`src/cra_pkg.sv`:
```
package cra_pkg;

    // ------------------------------------------------------------------
    // Register map
    // ------------------------------------------------------------------
    localparam logic [7:0] REF_RAMP_PAGE      = 8'h01;
    localparam logic [7:0] REF_RAMP_OFFSET    = 8'h08;
    localparam logic [7:0] BANK_CTRL_PAGE     = 8'h2c;
    localparam logic [7:0] BANK_CTRL_OFFSET   = 8'h01;

    // ------------------------------------------------------------------
    // Field positions and reset values
    // ------------------------------------------------------------------
    localparam int         REF_RAMP_FAST_BIT  = 4;
    localparam int         BANK_MONITOR_BIT   = 3;
    localparam int         ADAPTIVE_BIT       = 2;
    localparam int         ACTIVE_BANK_BIT    = 1;
    localparam int         SWITCH_REQ_BIT     = 0;
    localparam logic       REF_RAMP_FAST_RST  = 1'b0;
    localparam logic       ADAPTIVE_RST       = 1'b0;
    localparam logic       SWITCH_REQ_RST     = 1'b0;
    localparam logic       ACTIVE_BANK_RST    = 1'b0;

    // ------------------------------------------------------------------
    // Reference ramp times
    // ------------------------------------------------------------------
    localparam int         CLK_PERIOD_PS      = 5000;
    localparam int         RAMP_NORMAL_MS     = 50;
    localparam int         RAMP_FAST_MS       = 1;
    // Cycles per millisecond are worked out first, so the product stays inside 32 bits.
    localparam int         RAMP_NORMAL_CYC    = RAMP_NORMAL_MS * (1000000000 / CLK_PERIOD_PS);
    localparam int         RAMP_FAST_CYC      = RAMP_FAST_MS * (1000000000 / CLK_PERIOD_PS);

    typedef enum logic [1:0] {
        CRA_SW_IDLE = 2'b00,
        CRA_SW_WAIT = 2'b01,
        CRA_SW_DONE = 2'b11
    } cra_sw_state_t;

endpackage

```
`src/cra_bank_if.sv`:
```
`timescale 1ns/1ps
`default_nettype none

// ------------------------------------------------------------------
// Bank routing between the arbiter core and its access decoder
// ------------------------------------------------------------------
interface cra_bank_if;
    logic adaptive;
    logic dsp_run;
    logic active_bank;
    logic dsp_bank_sel;
    logic host_a_ok;
    logic host_b_ok;

    modport ctrl (output adaptive, output dsp_run, output active_bank, output dsp_bank_sel,
                  input host_a_ok, input host_b_ok);
    modport route (input adaptive, input dsp_run, input active_bank, input dsp_bank_sel,
                   output host_a_ok, output host_b_ok);
endinterface

`default_nettype wire

```
`src/cra_bank_route.sv`:
```
`timescale 1ns/1ps
`default_nettype none

module cra_bank_route (
    cra_bank_if.route bus
);
    // ------------------------------------------------------------------
    // Host reach per bank
    // ------------------------------------------------------------------
    always_comb begin
        bus.host_a_ok = 1'b0;
        bus.host_b_ok = 1'b0;
        if (bus.adaptive) begin
            if (!bus.dsp_run) begin
                bus.host_a_ok = 1'b1;
            end else begin
                bus.host_a_ok = bus.active_bank;
                bus.host_b_ok = !bus.active_bank;
            end
        end else if (!bus.dsp_run) begin
            bus.host_a_ok = 1'b1;
            bus.host_b_ok = 1'b1;
        end
        // Processor running without adaptive mode leaves both closed.
    end
endmodule

`default_nettype wire

```
`src/cra_arbiter.sv`:
```
`timescale 1ns/1ps
`default_nettype none

module cra_arbiter #(
    parameter int RAMP_NORMAL_CYCLES = cra_pkg::RAMP_NORMAL_CYC,
    parameter int RAMP_FAST_CYCLES   = cra_pkg::RAMP_FAST_CYC
) (
    input  wire logic       mclk,
    input  wire logic       rst,
    input  wire logic       reg_wr,
    input  wire logic       reg_rd,
    input  wire logic [7:0] reg_page,
    input  wire logic [7:0] reg_addr,
    input  wire logic [7:0] reg_wdata,
    output logic      [7:0] reg_rdata,
    input  wire logic       dsp_run,
    input  wire logic       dsp_bank_sel,
    input  wire logic       dsp_frame_edge,
    input  wire logic       host_req_bank,
    input  wire logic       host_req,
    output logic            host_grant,
    output logic            host_deny,
    output logic            dsp_bank,
    output logic            ref_ramp_fast,
    output logic            ref_ready
);
    // ------------------------------------------------------------------
    // Register state
    // ------------------------------------------------------------------
    logic          ramp_fast_q;
    logic          adaptive_q;
    logic          switch_req_q;
    logic          active_bank_q;
    logic [31:0]   ramp_cnt;
    logic [31:0]   ramp_limit;
    cra_pkg::cra_sw_state_t sw_state;
    cra_pkg::cra_sw_state_t next_sw_state;
    cra_bank_if    bus ();

    function automatic logic hit(input logic [7:0] pg, input logic [7:0] ad,
                                 input logic [7:0] p, input logic [7:0] a);
        return (pg == p) && (ad == a);
    endfunction

    wire logic wr_ramp = reg_wr && hit(reg_page, reg_addr, cra_pkg::REF_RAMP_PAGE, cra_pkg::REF_RAMP_OFFSET);
    wire logic wr_bank = reg_wr && hit(reg_page, reg_addr, cra_pkg::BANK_CTRL_PAGE, cra_pkg::BANK_CTRL_OFFSET);

    always_ff @(posedge mclk) begin
        if (rst) begin
            ramp_fast_q <= cra_pkg::REF_RAMP_FAST_RST;
        end else if (wr_ramp) begin
            ramp_fast_q <= reg_wdata[cra_pkg::REF_RAMP_FAST_BIT];
        end
    end

    always_ff @(posedge mclk) begin
        if (rst) begin
            adaptive_q <= cra_pkg::ADAPTIVE_RST;
        end else if (wr_bank) begin
            adaptive_q <= reg_wdata[cra_pkg::ADAPTIVE_BIT];
        end
    end

    // ------------------------------------------------------------------
    // Bank exchange
    // ------------------------------------------------------------------
    // The exchange waits for a processor frame boundary so coefficients never
    // change under a running filter; a stopped processor swaps at once.
    always_comb begin
        next_sw_state = sw_state;
        case (sw_state)
            cra_pkg::CRA_SW_IDLE: begin
                if (switch_req_q) begin
                    next_sw_state = cra_pkg::CRA_SW_WAIT;
                end
            end
            cra_pkg::CRA_SW_WAIT: begin
                if (dsp_frame_edge || !dsp_run) begin
                    next_sw_state = cra_pkg::CRA_SW_DONE;
                end
            end
            cra_pkg::CRA_SW_DONE: begin
                next_sw_state = cra_pkg::CRA_SW_IDLE;
            end
            default: begin
                next_sw_state = cra_pkg::CRA_SW_IDLE;
            end
        endcase
    end

    always_ff @(posedge mclk) begin
        if (rst) begin
            sw_state <= cra_pkg::CRA_SW_IDLE;
        end else begin
            sw_state <= next_sw_state;
        end
    end

    // A new request written in the completing cycle wins over the clear.
    always_ff @(posedge mclk) begin
        if (rst) begin
            switch_req_q <= cra_pkg::SWITCH_REQ_RST;
        end else if (wr_bank && reg_wdata[cra_pkg::SWITCH_REQ_BIT]) begin
            switch_req_q <= 1'b1;
        end else if (sw_state == cra_pkg::CRA_SW_DONE) begin
            switch_req_q <= 1'b0;
        end
    end

    always_ff @(posedge mclk) begin
        if (rst) begin
            active_bank_q <= cra_pkg::ACTIVE_BANK_RST;
        end else if (sw_state == cra_pkg::CRA_SW_DONE) begin
            active_bank_q <= !active_bank_q;
        end
    end

    // ------------------------------------------------------------------
    // Routing
    // ------------------------------------------------------------------
    assign bus.adaptive     = adaptive_q;
    assign bus.dsp_run      = dsp_run;
    assign bus.active_bank  = active_bank_q;
    assign bus.dsp_bank_sel = dsp_bank_sel;

    cra_bank_route u_route (
        .bus (bus)
    );

    // One lookup feeds both answers, so a request can never be granted and denied at once.
    wire logic host_ok = host_req_bank ? bus.host_b_ok : bus.host_a_ok;

    always_ff @(posedge mclk) begin
        if (rst) begin
            host_grant <= 1'b0;
            host_deny  <= 1'b0;
        end else begin
            host_grant <= host_req && host_ok;
            host_deny  <= host_req && !host_ok;
        end
    end

    // Adaptive mode pins the processor to the active bank; otherwise it picks.
    always_ff @(posedge mclk) begin
        if (rst) begin
            dsp_bank <= 1'b0;
        end else begin
            dsp_bank <= adaptive_q ? active_bank_q : dsp_bank_sel;
        end
    end

    // ------------------------------------------------------------------
    // Reference ramp timer
    // ------------------------------------------------------------------
    // The ramp restarts on any write to the speed bit; the timer only models
    // settling, the analog reference itself lives outside.
    always_ff @(posedge mclk) begin
        if (rst || wr_ramp) begin
            ramp_cnt <= 32'h0000_0000;
        end else if (!ref_ready) begin
            ramp_cnt <= ramp_cnt + 32'h0000_0001;
        end
    end

    // The limit follows the speed bit in force; a speed write restarts the count, so a change
    // of limit never lands in the middle of a ramp.
    always_comb begin
        ramp_limit = 32'(RAMP_NORMAL_CYCLES);
        if (ramp_fast_q) begin
            ramp_limit = 32'(RAMP_FAST_CYCLES);
        end
    end

    always_ff @(posedge mclk) begin
        if (rst || wr_ramp) begin
            ref_ready <= 1'b0;
        end else begin
            ref_ready <= ramp_cnt >= ramp_limit;
        end
    end

    always_ff @(posedge mclk) begin
        if (rst) begin
            ref_ramp_fast <= 1'b0;
        end else begin
            ref_ramp_fast <= ramp_fast_q;
        end
    end

    // ------------------------------------------------------------------
    // Read back
    // ------------------------------------------------------------------
    // Read-only bits have no write path, so host writes cannot move them.
    always_ff @(posedge mclk) begin
        if (rst) begin
            reg_rdata <= 8'h00;
        end else if (reg_rd) begin
            reg_rdata <= 8'h00;
            if (hit(reg_page, reg_addr, cra_pkg::REF_RAMP_PAGE, cra_pkg::REF_RAMP_OFFSET)) begin
                reg_rdata[cra_pkg::REF_RAMP_FAST_BIT] <= ramp_fast_q;
            end else if (hit(reg_page, reg_addr, cra_pkg::BANK_CTRL_PAGE, cra_pkg::BANK_CTRL_OFFSET)) begin
                reg_rdata[cra_pkg::BANK_MONITOR_BIT] <= dsp_bank;
                reg_rdata[cra_pkg::ADAPTIVE_BIT]     <= adaptive_q;
                reg_rdata[cra_pkg::ACTIVE_BANK_BIT]  <= active_bank_q;
                reg_rdata[cra_pkg::SWITCH_REQ_BIT]   <= switch_req_q;
            end
        end
    end
endmodule

`default_nettype wire

```
`config.mk`:
```
export PLATFORM = sky130hd
export DESIGN_NAME = cra_arbiter
export DESIGN_NICKNAME = d
export VERILOG_FILES = /design/src/cra_pkg.sv /design/src/cra_bank_if.sv /design/src/cra_bank_route.sv /design/src/cra_arbiter.sv
export SDC_FILE = /design/constraint.sdc
export NUM_CORES = 1
export LEC_CHECK = 0
export BUFFER_PORTS_ARGS = -buffer_cell sky130_fd_sc_hd__buf_2
export CAP_MARGIN = 20
export CORE_ASPECT_RATIO = 0.9
export CORE_MARGIN = 2
export CORE_UTILIZATION = 55
export CTS_BUF_LIST = sky130_fd_sc_hd__clkbuf_16
export DETAILED_ROUTE_END_ITERATION = 12
export HOLD_SLACK_MARGIN = 0.08
export MAX_ROUTING_LAYER = met4
export PLACE_DENSITY = 0.84
export SLEW_MARGIN = 20
export SYNTH_ARGS = -nofsm -noshare
export SYNTH_HDL_FRONTEND = slang
export SYNTH_SLANG_ARGS = --single-unit
```
`constraint.sdc`:
```
create_clock -name mclk -period 2.3 [get_ports mclk]
set_clock_uncertainty 0.05 [all_clocks]
set_input_delay 0.23 -clock mclk [delete_from_list [all_inputs] [get_ports mclk]]
set_output_delay 0.23 -clock mclk [all_outputs]
set_load 0.01 [all_outputs]
```
==> metrics.csv <==
stage,metric,value,unit
outcome,run status,"finished, final reports clean",
finish,Final nets,375,
finish,"commonest non-fill, non-tap cells in the layout","53 x nor2_1, 48 x dfxtp_1, 37 x buf_2",
floorplanning,num rows,23,
worst_hold_path,HP Start,reg_wdata[2],
yosys,"Cell Area, Synth",2500,um2
critical_path,Crit. Startpoint,ramp_fast_q,
critical_path,slowest stage cell on the critical path,or4_1,
global_routing,grt total ovfl,0,
yosys,multiplexer area fraction after synthesis,1.20,%
global_routing,largest net degree at the start of global routing,34,
route,Initial DRT Pass Iterations,4,
critical_path,Worst R2R Setup Slack,0.42,ns
finish,"most common cell after layout, fill and taps aside",nor2_1,
timing,Tcrit/Tclk final,81.7,%
cts,Num CTS Buffers,5,
global_routing,number of global-route vias before repair,1841,
critical_path,crit path buf inv count,1,
cts,# clock sinks,48,
critical_path,reg2reg start,ramp_fast_q,
route,vias per cell,5.46,
critical_path,Setup CP Type,reg -> reg,
yosys,"Distinct cells, synth",43,
timing,min Tclk post-route,1.88,ns
timing,RSZ-0062 raised after global routing,no,
yosys,Main synth FF type,dfxtp_1,
cts,clk_lat worst skew,0.29,ns
placement,Placed Instances,383,
finish,ANT cells,0,
yosys,Simple-Gate Fraction of Synth Area,33.6,%
floorplanning,Die W,75.1,um
critical_path,Critical Path Fanout Max,7,
critical_path,Crit path depth,7,
finish,Non-Filler Instances,390,
critical_path,"Largest stage delay, worst path",0.48,ns
route,met3 wire length,156,um
route,Detail Route Antenna Nets,0,
timing,f_max,532,MHz
route,Wirelength per Cell,12.6,um
run,max-cap viol count,0,
timing,Max Slew Vio Count,0,
route,top layer in use,met4,
cts,# hold bufs at CTS,0,
critical_path,crit-path leading delay family,simple AND/OR/NAND/NOR gates,
floorplanning,Die Ht,68.0,um
yosys,number of flops mapped to enable cells by yosys,0,
finish,Layout area overhead,15.4,%
critical_path,Critical Path RT,2.48,ns
cts,Worst-path clk slew,0.06,ns
yosys,async set or reset register ratio after synthesis,0,%
route,Metal-1 WL,2.39,mm
yosys,XOR/XNOR share of the synthesized area,10.5,%
worst_hold_path,min-delay worst type,in -> reg,
global_routing,GRT Total Usage,21.4,%
global_routing,first-pass GRT wire length,8.00,mm
critical_path,crit path cell chain,inv_1 -> ha_1 -> nand4_1 -> or4_1 -> nand3_1 -> o21ai_1 -> a21oi_1,
placement,RePlAce Congestion,0.832,
route,Routed WL,4.91,mm
critical_path,Reg2Reg Depth,7,
route,met2 WL,2.27,mm
yosys,syn_area_per_cell,8.71,um2
placement,port buffer count,37,
floorplanning,I/O Pins,46,
route,DRC violations left,0,
placement,HPWL after detailed placement,3.54,mm
cts,H-Tree Depth,2,
critical_path,CP arrival,2.05,ns
cts,Resized cells post-CTS,0,
critical_path,Worst Setup Start Kind,flip-flop,
floorplanning,starting density of the core,56.8,%
worst_hold_path,worst hold path cell count,3,
global_routing,initial antenna violation count,0,
pwr,leakage,1.23,nW
yosys,Synth Area in Compound Gates,5.40,%
yosys,register area share after synthesis,38.4,%
timing,setup_tns,0,ns
yosys,synth warn,0,
yosys,Synth Area in Adders,7.00,%
timing,final setup vio count,0,
timing,Final Hold Viols,0,
yosys,Synth Instances,287,
cts,worst-case clock buffer depth,2,
critical_path,critical path endpoint category,flip-flop,
pwr,VDD IR max,0.342,mV
yosys,largest family of logic cells by synthesized area,simple AND/OR/NAND/NOR gates,
route,Initial DRC Count,128,
yosys,"flops & latches, synth",48,
route,via count,2128,
floorplanning,die footprint,5100,um2
finish,share of cells above drive strength 1,17.4,%
cts,TritonCTS clock tree,yes,
cts,post-CTS setup buffers,0,
cts,root buf cell,clkbuf_16,
pwr,power per cell area,556,nW/um2
floorplanning,Core ar.,4400,um2
metal layers:
layer  vias up  global-route usage [%]
met5         -                       -
met1       998                    26.3
met2        30                    32.7
met4         0                    8.04
met3         9                    7.22
li1       1091                       -
cells by family after synthesis:
| family | Yosys count |
|---|---|
| DFF | 48 |
| AOI/OAI and AO/OA | 23 |
| and+or+nand+nor | 150 |
| xor gates and xnor gates | 30 |
| buffers and inverters | 18 |
| adders and majority gates | 14 |
| other | 1 |
| muxes | 3 |
per-stage QoR:
stage	instance area [um2]	hold slack (ns)	total power, mW	util [%]	setup WS, ns
after detailed placement	2750	0.400	0.933	62.4	0.434
after global placement	2750	0.387	0.930	62.4	0.479
after global routing	2890	0.136	1.67	65.6	0.260
after floorplan	2510	0.249	0.902	-	0.436
after CTS	2890	0.136	1.63	65.6	0.416
final	2890	0.138	1.60	65.6	0.421
path summary, 6_finish.rpt:
check | to
worst max-delay path | ref_ready
worst min register to register | reg_rdata[4]
worst max register to register | ref_ready
worst min-delay path | adaptive_q
cell type report:
cell class | instances | area (um2)
Timing Repair Buffer | 43 | 230
Sequential cell | 48 | 961
Tap cell | 62 | 77.6
Clock inverter | 2 | 12.5
Multi-Input combinational cell | 223 | 1450
Clock buffer | 5 | 125
Inverter | 7 | 26.3
Fill cell | 381 | 1520
power breakdown:
| part | internal [mW] | switching (mW) |
|---|---|---|
| clock | 0.394 | 0.296 |
| combinational | 0.0310 | 0.0373 |
| sequential | 0.838 | 0.00794 |
| total | 1.26 | 0.341 |
worst register-to-register path: cells and delay by family (launching register included):
kind	cells	cell delay, ns
and+or+nand+nor	3	0.67
DFF	1	0.47
adders and majority gates	1	0.29
AOI/OAI and AO/OA	2	0.23
buffers and inverters	1	0.11
cells in the mapped netlist (2+ instances only):
cell      instances  share of area [%]
nor2_1           53                8.0
dfxtp_1          48                 38
xor2_1           23                8.1
nand4_1          18                4.5
nand3_1          17                3.4
ha_1             14                7.0
a21oi_1          12                2.4
nand2_1          12                1.8
nor4_1            9                2.3
nor2b_1           8                2.0
inv_1             7                1.1
xnor2_1           7                2.5
clkbuf_1          6               0.90
nor3_1            5                1.0
and3_1            4                1.0
nand2b_1          4                1.0
o21ai_0           4               0.80
buf_4             3               0.90
mux2i_1           3                1.2
and4_1            2               0.70
buf_6             2               0.90
nand4b_1          2               0.70
nor4_4            2                1.7
nor4b_1           2               0.70
or3_1             2               0.50
state kept, by name, indices dropped and copies added (netlist names):
| name | count |
|---|---|
| reg_rdata | 5 |
| ramp_cnt | 32 |
| host_grant | 1 |
| ramp_fast_q | 1 |
| dsp_bank | 1 |
| host_deny | 1 |
| ref_ramp_fast | 1 |
| ref_ready | 1 |
| active_bank_q | 1 |
| switch_req_q | 1 |
| sw_state | 2 |
| adaptive_q | 1 |
(Power assumes the default switching activity.)
